--- src/rtl/pcsa_defs.svh ---
/*
  constants for the program counter, return stack and indirect addressing block.
  assumes it is included by bare name from rtl/ and test/ files.
*/
`ifndef PCSA_DEFS_SVH
`define PCSA_DEFS_SVH

`define PCSA_PC_W 13
`define PCSA_HI_W 5
`define PCSA_TGT_W 11
`define PCSA_STK_DEPTH 8
`define PCSA_PTR_W 3
`define PCSA_DADDR_W 9

`define PCSA_ADDR_WINDOW 8'h00
`define PCSA_ADDR_PCLOW 8'h01
`define PCSA_ADDR_STATUS 8'h02
`define PCSA_ADDR_FPTR 8'h03
`define PCSA_ADDR_LATCH 8'h04

`define PCSA_BANK_BIT 7
`define PCSA_JMP_HI_MSB 4
`define PCSA_JMP_HI_LSB 3

`define PCSA_RST_PC 13'h0000
`define PCSA_RST_BYTE 8'h00
`define PCSA_IRQ_VECTOR 13'h0004

`endif

--- src/rtl/pcsa_pkg.sv ---
/*
  types shared by the program counter block and its return stack.
  assumes pcsa_defs.svh sits beside it.
*/
`include "pcsa_defs.svh"

package pcsa_pkg;

  typedef enum logic [2:0] {
    PCSA_OP_NONE,
    PCSA_OP_NEXT,
    PCSA_OP_JUMP,
    PCSA_OP_CALL,
    PCSA_OP_IRQ,
    PCSA_OP_RET,
    PCSA_OP_RETURN_WITH_LITERAL,
    PCSA_OP_INTERRUPT_EXIT
  } pcsa_op_t;

  typedef struct packed {
    logic [7:0] addr;
    logic [7:0] wdata;
    logic wr;
    logic rd;
  } pcsa_bus_t;

  typedef struct packed {
    pcsa_op_t op;
    logic [`PCSA_TGT_W-1:0] target;
  } pcsa_ctl_t;

endpackage : pcsa_pkg

--- src/rtl/pcsa_stack.sv ---
/*
  eight-entry circular return stack of program counter values.
  assumes push and pop are never high together; the caller orders them.
*/
`timescale 1ns/1ps
`default_nettype none
`include "pcsa_defs.svh"

module pcsa_stack
  import pcsa_pkg::*;
(
  input wire logic clk,
  input wire logic sys_rst,
  input wire logic push,
  input wire logic pop,
  input wire logic [`PCSA_PC_W-1:0] push_data,
  output logic [`PCSA_PC_W-1:0] top
);

  logic [`PCSA_PTR_W-1:0] ptr_q;
  logic [`PCSA_PTR_W-1:0] ptr_d;
  logic [`PCSA_PTR_W-1:0] top_idx;
  logic [`PCSA_PC_W-1:0] entry_q [`PCSA_STK_DEPTH];

  // pointer wraps modulo eight both ways, no overflow or underflow flag
  assign ptr_d = push ? ptr_q + 3'h1 : (pop ? ptr_q - 3'h1 : ptr_q);
  assign top_idx = ptr_q - 3'h1;
  assign top = entry_q[top_idx];

  always_ff @(posedge clk)
  begin
    if (sys_rst)
      ptr_q <= '0;
    else
      ptr_q <= ptr_d;
  end

  genvar gi;
  generate
    for (gi = 0; gi < `PCSA_STK_DEPTH; gi++)
    begin : g_entry
      always_ff @(posedge clk)
      begin
        if (sys_rst)
          entry_q[gi] <= `PCSA_RST_PC;
        else if (push && ptr_q == 3'(gi))
          entry_q[gi] <= push_data;
      end
    end
  endgenerate

endmodule : pcsa_stack

`default_nettype wire

--- src/rtl/pcsa_core.sv ---
/*
  program counter, return stack control and indirect data addressing.
  assumes the instruction decoder drives ctl and the register port, one strobe a cycle,
  and that data memory answers mem_rdata combinationally to mem_addr.
*/
// Function
// - program counter is 13 bits; low byte readable, upper five only via latch
// - any reset clears the whole program counter
// - writing the low byte also loads upper bits from latch bits 4:0
// - jumps and calls take the top two counter bits from latch bits 4:3
// - eight return entries of 13 bits, pointer hidden from software
// - calls push the program counter plus one; interrupt vectoring pushes the program counter
// - the three return kinds pop the stack into the program counter
// - pushes and pops leave the latch unchanged
// - stack is circular; the ninth push overwrites the first entry
// - no overflow or underflow status; only calls, returns, vectoring move stack
// - indirect window has no storage; it reaches the pointer's target
// - reading the window through a pointer at itself gives 00h
// - writing the window through a pointer at itself stores nothing
// - indirect address is bank bit joined with the 8-bit pointer
`timescale 1ns/1ps
`default_nettype none
`include "pcsa_defs.svh"

module pcsa_core
  import pcsa_pkg::*;
(
  input wire logic clk,
  input wire logic sys_rst,
  input wire pcsa_bus_t bus,
  input wire pcsa_ctl_t ctl,
  input wire logic [7:0] mem_rdata,
  output logic [7:0] rd_data,
  output logic [`PCSA_PC_W-1:0] pc,
  output logic [`PCSA_DADDR_W-1:0] mem_addr,
  output logic mem_we,
  output logic [7:0] mem_wdata
);

  function automatic logic hit(input logic [7:0] a, input logic [7:0] reg_addr);
    hit = (a == reg_addr);
  endfunction : hit

  logic [`PCSA_PC_W-1:0] pc_q;
  logic [`PCSA_PC_W-1:0] pc_d;
  logic [7:0] latch_q;
  logic [7:0] fptr_q;
  logic bank_q;
  logic [7:0] rd_data_q;
  logic [7:0] rd_data_d;
  logic mem_we_q;
  logic [7:0] mem_wdata_q;
  logic [`PCSA_DADDR_W-1:0] mem_addr_q;
  logic [`PCSA_PC_W-1:0] stk_top;
  logic [`PCSA_PC_W-1:0] push_val;

  // register port decode
  wire wr_pcl = bus.wr && hit(bus.addr, `PCSA_ADDR_PCLOW);
  wire wr_latch = bus.wr && hit(bus.addr, `PCSA_ADDR_LATCH);
  wire wr_fptr = bus.wr && hit(bus.addr, `PCSA_ADDR_FPTR);
  wire wr_status = bus.wr && hit(bus.addr, `PCSA_ADDR_STATUS);
  wire wr_window = bus.wr && hit(bus.addr, `PCSA_ADDR_WINDOW);
  wire self_ptr = hit(fptr_q, `PCSA_ADDR_WINDOW);

  // stack control
  wire do_push = !wr_pcl && (ctl.op == PCSA_OP_CALL || ctl.op == PCSA_OP_IRQ);
  wire do_pop = !wr_pcl && (ctl.op == PCSA_OP_RET || ctl.op == PCSA_OP_RETURN_WITH_LITERAL
                            || ctl.op == PCSA_OP_INTERRUPT_EXIT);
  wire [`PCSA_PC_W-1:0] pc_inc = pc_q + 13'h0001;
  wire [`PCSA_PC_W-1:0] pc_pcl = {latch_q[`PCSA_HI_W-1:0], bus.wdata};
  wire [`PCSA_PC_W-1:0] pc_jmp = {latch_q[`PCSA_JMP_HI_MSB:`PCSA_JMP_HI_LSB], ctl.target};

  assign push_val = (ctl.op == PCSA_OP_IRQ) ? pc_q : pc_inc;

  // next program counter, low byte write has priority
  always_comb
  begin
    pc_d = pc_q;
    if (wr_pcl)
      pc_d = pc_pcl;
    else
    begin
      case (ctl.op)
        PCSA_OP_NEXT: pc_d = pc_inc;
        PCSA_OP_JUMP: pc_d = pc_jmp;
        PCSA_OP_CALL: pc_d = pc_jmp;
        PCSA_OP_IRQ: pc_d = `PCSA_IRQ_VECTOR;
        PCSA_OP_RET: pc_d = stk_top;
        PCSA_OP_RETURN_WITH_LITERAL: pc_d = stk_top;
        PCSA_OP_INTERRUPT_EXIT: pc_d = stk_top;
        default: pc_d = pc_q;
      endcase
    end
  end

  // read data, window reads go to memory through the pointer, 00h when it points at the window
  always_comb
  begin
    rd_data_d = `PCSA_RST_BYTE;
    case (bus.addr)
      `PCSA_ADDR_WINDOW: rd_data_d = self_ptr ? 8'h00 : mem_rdata;
      `PCSA_ADDR_PCLOW: rd_data_d = pc_q[7:0];
      `PCSA_ADDR_STATUS: rd_data_d = {bank_q, 7'h00};
      `PCSA_ADDR_FPTR: rd_data_d = fptr_q;
      `PCSA_ADDR_LATCH: rd_data_d = latch_q;
      default: rd_data_d = `PCSA_RST_BYTE;
    endcase
  end

  always_ff @(posedge clk)
  begin
    if (sys_rst)
      pc_q <= `PCSA_RST_PC;
    else
      pc_q <= pc_d;
  end

  // latch only moves on its own write, never on stack or counter events
  always_ff @(posedge clk)
  begin
    if (sys_rst)
      latch_q <= `PCSA_RST_BYTE;
    else if (wr_latch)
      latch_q <= bus.wdata;
  end

  always_ff @(posedge clk)
  begin
    if (sys_rst)
      fptr_q <= `PCSA_RST_BYTE;
    else if (wr_fptr)
      fptr_q <= bus.wdata;
  end

  always_ff @(posedge clk)
  begin
    if (sys_rst)
      bank_q <= 1'b0;
    else if (wr_status)
      bank_q <= bus.wdata[`PCSA_BANK_BIT];
  end

  always_ff @(posedge clk)
  begin
    if (sys_rst)
      mem_addr_q <= '0;
    else
      mem_addr_q <= {wr_status ? bus.wdata[`PCSA_BANK_BIT] : bank_q,
                     wr_fptr ? bus.wdata : fptr_q};
  end

  always_ff @(posedge clk)
  begin
    if (sys_rst)
      mem_we_q <= 1'b0;
    else
      mem_we_q <= wr_window && !self_ptr;
  end

  always_ff @(posedge clk)
  begin
    if (sys_rst)
      mem_wdata_q <= `PCSA_RST_BYTE;
    else if (wr_window)
      mem_wdata_q <= bus.wdata;
  end

  always_ff @(posedge clk)
  begin
    if (sys_rst)
      rd_data_q <= `PCSA_RST_BYTE;
    else if (bus.rd)
      rd_data_q <= rd_data_d;
    else
      rd_data_q <= `PCSA_RST_BYTE;
  end

  pcsa_stack u_stack (
    .clk(clk),
    .sys_rst(sys_rst),
    .push(do_push),
    .pop(do_pop),
    .push_data(push_val),
    .top(stk_top)
  );

  assign pc = pc_q;
  assign rd_data = rd_data_q;
  assign mem_addr = mem_addr_q;
  assign mem_we = mem_we_q;
  assign mem_wdata = mem_wdata_q;

  // helper: shadow depth for stack checks
  logic [3:0] depth_q;
  always_ff @(posedge clk)
  begin
    if (sys_rst)
      depth_q <= 4'h0;
    else if (do_push && depth_q != 4'h8)
      depth_q <= depth_q + 4'h1;
    else if (do_pop && depth_q != 4'h0)
      depth_q <= depth_q - 4'h1;
  end
endmodule : pcsa_core

`default_nettype wire

--- config.mk ---
export PLATFORM = sky130hd
export DESIGN_NAME = pcsa_core
export DESIGN_NICKNAME = d
export VERILOG_FILES = /design/src/rtl/pcsa_pkg.sv /design/src/rtl/pcsa_stack.sv /design/src/rtl/pcsa_core.sv
export VERILOG_INCLUDE_DIRS = /design/src /design/src/rtl
export SDC_FILE = /design/constraint.sdc
export NUM_CORES = 1
export LEC_CHECK = 0
export BUFFER_PORTS_ARGS = -buffer_cell sky130_fd_sc_hd__buf_2
export CAP_MARGIN = 40
export CORE_AREA = 2 2 150 152
export CTS_CLUSTER_DIAMETER = 30
export DETAILED_ROUTE_END_ITERATION = 8
export DIE_AREA = 0 0 152 154
export PLACE_DENSITY = 0.54
export SETUP_SLACK_MARGIN = 0.1
export SLEW_MARGIN = 30
export SYNTH_ARGS = -nofsm -noshare
export SYNTH_HDL_FRONTEND = slang
export SYNTH_SLANG_ARGS = --single-unit
--- constraint.sdc ---
create_clock -name clk -period 7.4 [get_ports clk]
set_input_delay 0.74 -clock clk [delete_from_list [all_inputs] [get_ports clk]]
set_output_delay 0.74 -clock clk [all_outputs]
set_load 0.1 [all_outputs]
* Word-level counts from Yosys, hierarchy flattened
Memory sizes are Yosys's and may differ from the RTL's.
Index checks and enable logic that the tools add are counted.
** Cells by class
- Add/sub/neg operators :: 3
- Bitwise operators :: 9
- Muxes and demuxes :: 43
- Equality and inequality tests :: 18
- Reduce and logical (&&, ||, !) cells :: 29
** Operators by type and width (count)
- $mux W13 :: 10
- $pmux W13 S4 :: 1
- $pmux W8 S5 :: 1
- $mux W1 :: 27
- $eq A3 B3 Y1 const B :: 8
- $eq A8 B2 Y1 const B :: 2
- $logic_and A1 B1 Y1 :: 16
- $logic_not A8 Y1 :: 2
- $mux W8 :: 2
- $add A13 B1 Y13 const B :: 1
- $eq A3 B2 Y1 const B :: 4
- $eq A8 B1 Y1 const B :: 1
- $eq A8 B3 Y1 const B :: 1
- $or A1 B1 Y1 :: 8
- $eq A3 B1 Y1 const B :: 2
- $mux W3 :: 2
- $reduce_bool A5 Y1 :: 1
- $reduce_or A2 Y1 :: 2
- $add A3 B1 Y3 const B :: 1
- $logic_not A3 Y1 :: 1
- $logic_or A1 B1 Y1 :: 3
- $reduce_or A3 Y1 :: 1
- $sub A3 B1 Y3 const B :: 1
- $logic_not A1 Y1 :: 2
- 2 further kinds :: 2
** Word-level totals
- Memory bits (writable) :: 104
- Output and inout port bits :: 39
- Memories :: 1
- Logic and storage cells :: 112
- Bits in registers :: 59
- Bits of input ports :: 42
** Memories
- u_stack.entry_q :: words 8, width 13, rd ports 1, clocked after Yosys merged registers in 0, write ports 8, line pcsa_stack.sv:23 : logic [`PCSA_PC_W-1:0] entry_q [`PCSA_STK_DEPTH];

* Logic depth before layout (Yosys ltp)
Gate-level depths: netlist of run 1.
- Word-level depth :: 9
- Gate-level depth with buffers :: 13
- Mapped depth without buffers :: 7

* Modules after synthesis
From an unflattened synthesis of run 1, not the netlist that was laid out.
** Second synthesis, totals
- Cell total of the unflattened synthesis :: 747
- Area total of the unflattened synthesis :: 7932.6 um^2
** By module, submodules not included
- pcsa_stack :: sequential area each 3183.1 um^2, cells an instance 397, area each 5166.2 um^2, times used 1
- pcsa_core :: sequential area each 940.9 um^2, cells an instance 350, area each 2766.4 um^2, times used 1

* Worst setup path after synthesis of run 1
No wires, ideal clock.
- Path kind :: input port to flip-flop
- From :: in bus[10] (netlist name)
- To :: mem u_stack.entry_q[0][0] (netlist name), enable pin
- Required time :: 6999 ps
- Stages :: 8
- Library setup time :: 401 ps
- Path buffers :: 3
- Arrival :: 2924 ps
- Path slack :: 4075 ps
- Path through :: buf_2 > nor4bb_1 > and3_1 > clkbuf_1 > buf_2 > nor2_1 > nand2_1 > o21ai_0
** RTL lines
- start: declaration :: line pcsa_core.sv:30 : input wire pcsa_bus_t bus,
- end: declaration :: line pcsa_stack.sv:23

* Worst setup path in the final report of run 1
- From :: reg u_stack.ptr_q[0]
- To :: reg pc_q[11] (netlist: pc[11])
** On the way
- Word-level cells in the longest chain between the ends :: 4
** Ends and longest elaborated chain
- start: declaration :: line pcsa_stack.sv:20 : logic [`PCSA_PTR_W-1:0] ptr_q;
- start signal: assignment :: line pcsa_stack.sv:35 : ptr_q <= ptr_d;
- $sub A3 B1 Y3 :: line pcsa_stack.sv:27 : assign top_idx = ptr_q - 3'h1;
- $mem_v2 Z8 W13
- $pmux W13 S4 :: line pcsa_core.sv:83 : case (ctl.op)
- $mux W13 :: line pcsa_core.sv:79 : if (wr_pcl)
- end signal: assignment :: line pcsa_core.sv:113 : pc_q <= `PCSA_RST_PC;
- end signal: assignment :: line pcsa_core.sv:115 : pc_q <= pc_d;
- end: declaration :: line pcsa_core.sv:44 : logic [`PCSA_PC_W-1:0] pc_q;
No other way between the ends.
A chain may end at the register's enable or synchronous reset.

==> results of run 1 <==
==> stage by stage <==
stage	worst slack (ps)	total power, mW	instances	hold WS (ps)
final	4410	2.32	1067	446
after detailed placement	4040	1.41	1031	442
after floorplan	4070	1.28	704	464
after CTS	4140	2.33	1063	451
after global routing	4150	2.40	1067	481
after global placement	3860	1.41	1028	438
==> power groups by stage <==
stage	combinational, mW	clock (mW)	sequential [mW]
floorplan	0.233	0	1.05
global placement	0.393	0	1.02
detailed placement	0.396	0	1.02
CTS	0.397	0.933	0.998
global route	0.433	0.966	1.00
finish	0.404	0.916	0.999
==> cell type report <==
class	instances	share of cell area [%]
Sequential cell	154	46.7
Multi-Input combinational cell	482	35.4
Timing Repair Buffer	102	6.33
Clock buffer	18	4.86
Tap cell	280	3.96
Clock inverter	14	2.04
Inverter	17	0.722
==> worst max-delay path by stage <==
stage | end | depth (start not counted) | slack [ps]
finish | pc[11] | 9 | 4410
floorplan | u_stack.entry_q[0][0] | 8 | 4070
global route | pc[7] | 9 | 4150
CTS | pc[7] | 8 | 4140
detailed placement | u_stack.entry_q[0][5] | 7 | 4040
global placement | u_stack.entry_q[5][5] | 6 | 3860
==> cells by family after synthesis <==
| group | synth area share, % |
|---|---|
| simple gates | 17.4 |
| flops | 54.9 |
| compound gates | 9.47 |
| buf+inv | 3.68 |
| mux | 10.0 |
| xor+xnor | 3.25 |
| fa+ha+maj | 1.33 |
==> layer usage <==
metal | global-route usage [%] | vias to the layer above | share of wire (%)
li1 | - | 2669 | -
met1 | 25.8 | 2794 | 46
met2 | 28.5 | 210 | 45
met3 | 4.93 | 28 | 6.8
met4 | 6.14 | 0 | 1.8
met5 | 0 | - | 0
==> Yosys cell counts, types with 2 or more instances <==
cell type / instances / share of area (%)
and4_1: 3 / 0.35
nand3_1: 18 / 1.2
xor2_1: 4 / 0.47
dfxtp_1: 50 / 13
nand4_1: 5 / 0.42
a221o_1: 2 / 0.27
buf_4: 3 / 0.30
ha_1: 8 / 1.3
a211oi_1: 2 / 0.20
nor2_1: 149 / 7.4
edfxtp_1: 104 / 42
and2_1: 2 / 0.17
o32ai_1: 2 / 0.23
mux4_2: 21 / 6.3
a21oi_1: 30 / 2.0
buf_2: 8 / 0.53
a2111oi_0: 3 / 0.35
nand2_1: 60 / 3.0
and3_1: 2 / 0.17
or3_1: 8 / 0.67
a22oi_1: 16 / 1.6
nor3_1: 16 / 1.1
inv_1: 17 / 0.85
nand3b_1: 2 / 0.20
nor2b_1: 10 / 0.83
a2111oi_1: 4 / 0.53
o21ai_0: 22 / 1.5
nor4_1: 5 / 0.42
nand2b_1: 3 / 0.25
a31oi_1: 8 / 0.67
mux2i_1: 27 / 3.6
xnor2_1: 22 / 2.6
o2bb2ai_1: 7 / 0.82
clkbuf_1: 40 / 2.0
a21o_1: 2 / 0.20
==> flip-flops by register name, indices dropped and copies added, names as in the netlist <==
| name | count |
|---|---|
| u_stack.entry_q | 104 |
| pc | 13 |
| latch_q | 8 |
| mem_wdata | 8 |
| rd_data | 8 |
| fptr_q | 7 |
| u_stack.ptr_q | 3 |
| bank_q | 1 |
| mem_addr | 1 |
| mem_we | 1 |
==> critical path: stages (launching register included) <==
cell       delay, ps
dfxtp_1          310
buf_4            410
inv_1            270
ha_1             350
buf_4            430
mux4_2           350
nand2_1           80
a21oi_1          210
nor3_1            70
a2111oi_1        370
==> cell usage in the layout (no fill, tap or decap), types with 3 or more instances in the layout <==
cell type  Yosys  routed
ha_1           8       8
a31oi_1        8       8
buf_2          8      85
xor2_1         4       4
nor3_1        16      16
and4_1         3       3
nor2b_1       10      10
a21oi_1       30      30
clkbuf_16      0      17
or3_1          8       8
a2111oi_1      4       4
inv_1         17      17
buf_4          3      16
a22oi_1       16      16
o2bb2ai_1      7       7
o21ai_1        1       7
dfxtp_1       50      50
nor4_1         5       5
nand2_1       60      60
edfxtp_1     104     104
a2111oi_0      3       3
mux4_2        21      21
nor2_1       149     149
nand4_1        5       5
nand2b_1       3       3
o21ai_0       22      14
xnor2_1       22      21
inv_8          0       5
nand3_1       18      18
mux2i_1       27      27
==> impl_results.md, run 1 <==
* DRT iter0 DRCs at 511
* Slew @ Worst Pin at 828 ps
* Post-synth EDFFs at 104
* Setup_tns at 0 ps
* Yosys warning count at 0
* Final setup fails at 0
* Worst Hold End: mem_wdata[4]
* DRT antenna net count at 0
* Leakage power at 3.31 nW
* Hold path start: mem_wdata[4]
* Yosys reg bits at 154
* Number of H-tree levels at 4
* Full die area at 23,400 µm²
* Minimum clock period at 2990 ps
* Synthesized area at 7520 µm²
* Switching share of power at 30.5%
* Routed via count at 5,701
* Worst Hold Depth at 2
* Max Cap Viol at 0
* Arrival time worst endpoint at 3320 ps
* GR Util All Layers at 18.7%
* Int Power at 1.61 mW
* Placed cell areas at 8200 µm²
* R2R cell count at 9
* Outcome: finished clean
* Vias per std cell at 5.34
* Final WL at 21.7 mm
* Area of the multi-input gates at 3130 µm²
* HP Class: reg -> reg
* Reg2Reg Setup Slack at 4410 ps
* Ys async rst share at 0%
* Vias in the first global route at 5,566
* Mean Syn Cell Area at 10.7 µm²
* Postcts setup bufs at 0
* Routed WL per cell at 20.3 µm
* Area grow syn2layout at 17.6%
* Final Hold Fails at 0
* Clk_skew at 19.6 ps
* Sequential share of power at 43.1%
* CTS Sinks at 154
* Largest net degree at the start of global routing at 48
* GRT overflow at 0
* Post-layout util at 40.8%
* Num CTS Buffers at 17
* CTS Hold Buffers Added at 0
* Clk buf depth at 2
* Initial Utilization at 34.7%
* Max_slew headroom at 44.4%
* Design Area, Final at 8840 µm²
* TritonCTS clock tree: built
* Port bufs at 80
* GPL Wtd Cong at 0.845
* Cells after Synth at 704
* Crit-path max FO at 35
* Nets at 824
* Residual DRC at 0
* Clock power share at 39.5%
* Fmax at 334 MHz
* # IOs at 81
* Syn_nets at 754
* Die W at 152 µm
* Antenna cell count at 0
* Sequential cell area at 4120 µm²
* Post_cts resized at 0
* Antenna violations before repair at 0
* First drt pass iteration count at 5
* Primary FF master, synth: edfxtp_1
* Netlist cell types at 54
* Final period util at 40.5%
* VDD IR-drop max at 0.000132 V
* Worst R2R End: pc[11]
* FF-to-FF Start: u_stack.ptr_q[0]
* Comb power frac at 17.4%
* CP Capture Type: flip-flop
* Clock transition at path regs at 70 ps
* Core Rows at 54
* PwrDens at 262 nW/µm²
* Sw Pwr at 707 µW
* Crit start category: flip-flop
* Hpwl dp at 15.3 mm
* Core Box Area at 21,700 µm²
* CTS root buf: clkbuf_16
* Crit Path Class: reg -> reg
* Fin. max-slew vios at 0
* Layout cells sized above 1 at 20.7%
* Sequential share of the synthesized area at 54.9%
* First-pass GRT wire length at 33.1 mm
* RSZ-0062 raised after global routing: false
* Die height at 154 µm
* Data required time of the worst path at 7730 ps
* Crit. Startpoint: u_stack.ptr_q[0]
* Skew-Pair Late Insertion Delay at 440 ps
* Number of fill cells in the layout at 2,128
(Power assumes the default switching activity.)
==> run 2: changes to the inputs <==
==> constraint.sdc (replaced) <==
create_clock -name clk -period 2.9 [get_ports clk]
set_input_delay 0.29 -clock clk [delete_from_list [all_inputs] [get_ports clk]]
set_output_delay 0.29 -clock clk [all_outputs]
set_load 0.1 [all_outputs]
==> run 2 against run 1 <==
- global-route usage is essentially flat
- wire length is 0.49% lower
- hold slack worse by 330 ps
- clock power rose to 2.5 times the previous value
- power grew to 2.6 times the previous value
- combinational power rose to 2.6 times the previous value
- utilization increased by 0.54 points
- register-to-register slack worse by 3900 ps
- critical path type unchanged
==> impl_results.md, run 2 (synthesized netlist as in run 1, its figures left out) <==
* Outcome: finished clean
* Final period util at 83.2% (+43 points)
* Fmax at 414 MHz (+24%)
* Biggest register: u_stack.entry_q
* Largest net degree at the start of global routing at 46 (-4.2%)
* Cell family with most CP delay: compound AO/OA/AOI/OAI gates
* Worst path max stage delay at 460 ps (+30 ps)
* Commonest non-fill, non-tap cells in the layout: 149 x nor2_1, 104 x edfxtp_1, 85 x buf_2, 60 x nand2_1, 50 x dfxtp_1
* Hold path start: mem_rdata[3]
* Residual DRC at 0 (unchanged)
* Fin. max-slew vios at 0 (unchanged)
* Antenna cell count at 0 (unchanged)
* Final setup fails at 0 (unchanged)
* Hpwl dp at 15.0 mm (-1.5%)
* Area grow syn2layout at 19.1%
* Slew @ Worst Pin at 743 ps (-85.0 ps)
* Slowest CP cell: a2111oi_0
* RSZ-0062 raised after global routing: false
* Worst R2R End: pc[10]
* Sequential cell area at 4120 µm² (unchanged)
* Design Area, Final at 8950 µm² (+1.3%)
* GR Util All Layers at 18.7% (about the same)
* Met2 Track Usage GR at 29.8% (+1.2 points)
* First drt pass iteration count at 5 (unchanged)
* Max reg flops at 104 (unchanged)
* Core Rows at 54 (unchanged)
* Routed via count at 5,702 (+0.018%)
* CTS root buf: clkbuf_16
* Routed WL per cell at 19.9 µm (-1.8%)
* Worst path most repeated cell: a31oi_1
* Area of the multi-input gates at 3120 µm² (-0.48%)
* Post_cts resized at 0 (unchanged)
* Final Power at 5.94 mW (+160%)
* Full die area at 23,400 µm² (unchanged)
* M3 GR Usage at 3.69% (-1.2 points)
* Crit-path max FO at 26 (-26%)
* Final hold slack at 121 ps (-325 ps)
* R2R cell count at 8 (-1)
* GPL Wtd Cong at 0.858 (+1.5%)
* CTS Hold Buffers Added at 0 (unchanged)
* Final Hold Fails at 0 (unchanged)
* Nets at 839 (+1.8%)
* FF-to-FF Start: u_stack.ptr_q[1]
* Die height at 154 µm (unchanged)
* Final WL at 21.6 mm (-0.49%)
* Minimum clock period at 2410 ps (-581 ps)
* Reg2Reg Setup Slack at 490 ps (-3920 ps)
* HP Class: in -> reg
* Die W at 152 µm (unchanged)
* Commonest non-fill, non-tap cell in the layout: nor2_1
* Skew-Pair Late Insertion Delay at 420 ps (-20 ps)
* TritonCTS clock tree: built
* CTS Sinks at 154 (unchanged)
* DRT antenna net count at 0 (unchanged)
* Layer with the highest usage: met2
* Number of H-tree levels at 4 (unchanged)
* Worst Hold End: rd_data[3]
* Clk_skew at 8.84 ps (-10.7 ps)
* Worst Hold Depth at 3 (+1)
* Setup_tns at 0 ps (unchanged)
* Crit start category: flip-flop
* Leakage power at 3.38 nW (+2.3%)
* Layout Cells excl Fill at 1,081 (+1.3%)
* Worst path cell trace: inv_1, ha_1, buf_4, nor2b_1, a2111oi_0, a31oi_1, a31oi_1, o21ai_0
* Num CTS Buffers at 17 (unchanged)
* Layout cells sized above 1 at 21.7% (+1.0 points)
* Max Cap Viol at 0 (unchanged)
* Initial Utilization at 34.7% (unchanged)
* Clk buf depth at 2 (unchanged)
* Met1 Use GR at 26.2% (+0.37 points)
* VDD IR-drop max at 0.000312 V (+140%)
* Max_slew headroom at 50.1% (+5.7 points)
* Cell count after placement at 1,046 (+1.5%)
* Worst path bufs/invs at 2 (-1)
* Post-layout util at 41.3% (+0.54 points)
* Postcts setup bufs at 0 (unchanged)
* Crit Path Class: reg -> reg
* Antenna violations before repair at 0 (unchanged)
* Vias per std cell at 5.27 (-1.3%)
* # IOs at 81 (unchanged)
* Port bufs at 80 (unchanged)
* DRT iter0 DRCs at 432 (-15%)
* Number of fill cells in the layout at 2,095 (-1.6%)
* Worst setup margin at 486 ps (-3920 ps)
* Core Box Area at 21,700 µm² (unchanged)
* Placed cell areas at 8320 µm² (+1.5%)
* Vias in the first global route at 5,586 (+0.36%)
* Dpl ws at 332 ps (-3710 ps)
* CP Capture Type: flip-flop
* First-pass GRT wire length at 33.7 mm (+1.7%)
* PwrDens at 663 nW/µm² (+150%)
* Data required time of the worst path at 3200 ps (-4530 ps)
* Arrival time worst endpoint at 2710 ps (-610 ps)
* Clock transition at path regs at 70 ps (about the same)
* GRT overflow at 0 (unchanged)
run 2: routing by layer:
| layer | vias to the layer above | part of all wire, % |
|---|---|---|
| met2 | 209 | 47 |
| met5 | - | 0 |
| met4 | 0 | 1.3 |
| met3 | 18 | 5.6 |
| li1 | 2698 | - |
| met1 | 2777 | 46 |
run 2: worst max path at each step:
stage | from | endpoint | slack, ps | cells after the start
after global routing | u_stack.ptr_q[0] | pc[10] | 330 | 8
after global placement | bus[13] | pc[12] | 360 | 6
after floorplan | bus[10] | u_stack.entry_q[4][0] | 20 | 8
after CTS | u_stack.ptr_q[0] | pc[7] | 520 | 7
final | u_stack.ptr_q[1] | pc[10] | 490 | 8
after detailed placement | bus[13] | pc[6] | 330 | 6
run 2: cell type report:
type | instances | share of cell area [%]
multi-input combinational | 482 | 34.8
sequential | 154 | 46.1
clock inverter | 13 | 2.01
timing repair buffer | 117 | 7.71
inverter | 17 | 0.713
tap | 280 | 3.91
clock buffer | 18 | 4.79
run 2: worst reg2reg max path, stage by stage (launching register included):
cell,delay (ps)
dfxtp_1,400
inv_1,120
ha_1,310
buf_4,360
nor2b_1,110
a2111oi_0,460
a31oi_1,90
a31oi_1,320
o21ai_0,120
run 2: where the power goes:
part	internal (mW)	switching [mW]	leakage (nW)
Sequential	2.45	0.0767	1.49
Clock	1.38	0.955	0.298
Combinational	0.370	0.704	1.60
==> run 3: changes to the inputs <==
==> constraint.sdc (replaced) <==
create_clock -name clk -period 2.5 [get_ports clk]
set_input_delay 0.25 -clock clk [delete_from_list [all_inputs] [get_ports clk]]
set_output_delay 0.25 -clock clk [all_outputs]
set_load 0.1 [all_outputs]
==> run 3 against run 2 <==
- utilization rose by 0.78 points
- global-route usage rose by 0.67 points
- sequential power rose by 16%
- power rose by 16%
- clock power rose by 14%
- first-iteration DRC count fell by 3.7%
- die area did not move
- worst setup slack got worse by 160 ps
- critical path type unchanged
- via count rose by 2.7%
- critical path depth fell by 1
- highest routed layer unchanged
- clock skew rose by 4.1 ps
==> impl_results.md, run 3 (synthesized netlist as in run 1, its figures left out) <==
* Area grow syn2layout at 21.4%
* Number of H-tree levels at 4 (unchanged)
* GPL Wtd Cong at 0.835 (-2.7%)
* First drt pass iteration count at 5 (unchanged)
* VDD IR-drop max at 0.000452 V (+45%)
* CTS Hold Buffers Added at 0 (unchanged)
* Antenna violations before repair at 0 (unchanged)
* # IOs at 81 (unchanged)
* Slew @ Worst Pin at 801 ps (+57.5 ps)
* Crit Path Class: reg -> reg
* Final period util at 86.8% (+3.5 points)
* Vias in the first global route at 5,685 (+1.8%)
* Largest net degree at the start of global routing at 46 (unchanged)
* Die height at 154 µm (unchanged)
* Max_slew headroom at 46.2% (-3.8 points)
* Worst path cell trace: inv_2, ha_2, xor2_4, mux4_2, o211ai_1, a221o_1, a31oi_1
* CTS Sinks at 154 (unchanged)
* Arrival time worst endpoint at 2460 ps (-250 ps)
* Number of fill cells in the layout at 2,063 (-1.5%)
* Post-layout util at 42.1% (+0.78 points)
* Skew-Pair Late Insertion Delay at 440 ps (+20 ps)
* Clk buf depth at 2 (unchanged)
* Max Cap Viol at 0 (unchanged)
* Setup_tns at 0 ps (unchanged)
* DRT antenna net count at 0 (unchanged)
* Worst path max stage delay at 560 ps (+100 ps)
* Crit start category: flip-flop
* End of the critical path: pc[7]
* Post_cts resized at 0 (unchanged)
* Residual DRC at 0 (unchanged)
* First-pass GRT wire length at 34.4 mm (+2.2%)
* Reg2Reg Setup Slack at 330 ps (-160 ps)
* Commonest non-fill, non-tap cells in the layout: 149 x nor2_1, 104 x edfxtp_1, 80 x buf_2, 60 x nand2_1, 49 x buf_4
* FF-to-FF Start: u_stack.ptr_q[0]
* Slowest CP cell: mux4_2
* Minimum clock period at 2170 ps (-244 ps)
* Core Rows at 54 (unchanged)
* Hpwl dp at 15.7 mm (+4.7%)
* Met3 WL at 1.15 mm (-5.4%)
* Clock transition at path regs at 70 ps (about the same)
* Worst R2R End: pc[7]
* Crit. Startpoint: u_stack.ptr_q[0]
* Final Hold Fails at 0 (unchanged)
* Data required time of the worst path at 2790 ps (-410 ps)
* Final setup fails at 0 (unchanged)
* Postcts setup bufs at 0 (unchanged)
* Max Used Layer: met4
* WP depth at 7 (-1)
* Nets at 856 (+2.0%)
* Routed via count at 5,857 (+2.7%)
* HP Class: in -> reg
* Num CTS Buffers at 17 (unchanged)
* Clk_skew at 13.0 ps (+4.11 ps)
* Cell family with most CP delay: multiplexers
* DRT met1 WL at 9.98 mm (+1.2%)
* Core Box Area at 21,700 µm² (unchanged)
* RSZ-0062 raised after global routing: false
* Antenna cell count at 0 (unchanged)
* Initial Utilization at 34.7% (unchanged)
* GRT overflow at 0 (unchanged)
* CP Capture Type: flip-flop
* CTS root buf: clkbuf_16
* Final WL at 22.4 mm (+3.8%)
* Full die area at 23,400 µm² (unchanged)
* Commonest non-fill, non-tap cell in the layout: nor2_1
* Outcome: finished clean
* Biggest register: u_stack.entry_q
* Max reg flops at 104 (unchanged)
* Crit-path max FO at 9 (-65%)
* GR Util All Layers at 19.3% (+0.67 points)
* DRT iter0 DRCs at 416 (-3.7%)
* Fmax at 461 MHz (+11%)
* Leakage power at 3.46 nW (+2.2%)
* PwrDens at 755 nW/µm² (+14%)
* Port bufs at 80 (unchanged)
* TritonCTS clock tree: built
* Wire length on met2 at 10.9 mm (+7.2%)
* R2R cell count at 7 (-1)
* Routed WL per cell at 20.4 µm (+2.2%)
* Fin. max-slew vios at 0 (unchanged)
* Layout cells sized above 1 at 24.7% (+3.0 points)
* Vias per std cell at 5.33 (+1.1%)
* Worst path bufs/invs at 1 (-1)
* Die W at 152 µm (unchanged)
## run 3: per-layer routing
metal	track usage (%)	up-vias
met1	25.6	2911
met3	4.14	21
met4	5.47	0
li1	-	2737
met2	32.1	188
met5	0	-
## run 3: report_power, final
group / total [mW] / switching (mW) / internal, mW
Sequential: 2.93 / 0.0816 / 2.85
Clock: 2.65 / 1.15 / 1.50
Combinational: 1.31 / 0.841 / 0.468
Total: 6.89 / 2.07 / 4.81
## run 3: how the worst min path moves through the flow
stage	end	cells after the start	slack (ps)	startpoint
floorplan	pc[1]	2	380	bus[3]
global placement	mem_wdata[0]	2	440	mem_wdata[0]
detailed placement	mem_wdata[7]	2	440	mem_wdata[7]
CTS	rd_data[7]	3	60	mem_rdata[7]
global route	rd_data[7]	3	70	mem_rdata[7]
finish	rd_data[6]	3	70	mem_rdata[6]
## run 3: area by class of cell
type	instances	area [µm²]	area share, %
clock buffer	18	429	4.70
clock inverter	13	160	1.76
inverter	17	63.8	0.699
multi-input combinational	482	3140	34.4
sequential	154	4140	45.3
tap	280	350	3.84
timing repair buffer	134	843	9.24
## run 3: worst register-to-register path, stage by stage (launching register included)
cell and delay [ps]:
dfxtp_2 320, inv_2 130, ha_2 260, xor2_4 310
mux4_2 560, o211ai_1 220, a221o_1 170, a31oi_1 70
## run 3: through the flow
step           setup slack (ps)  hold WS, ps  instances  power [mW]  instance area (µm²)
5_1_grt                     171         70.2       1098        7.14                 9130
2_1_floorplan             -13.6          383        704        3.84                 7580
4_1_cts                     314         60.7       1096        6.93                 9110
3_5_place_dp                188          440       1065        4.28                 8520
3_3_place_gp                234          436       1064        4.28                 8510
6_report                    330         69.4       1098        6.89                 9130
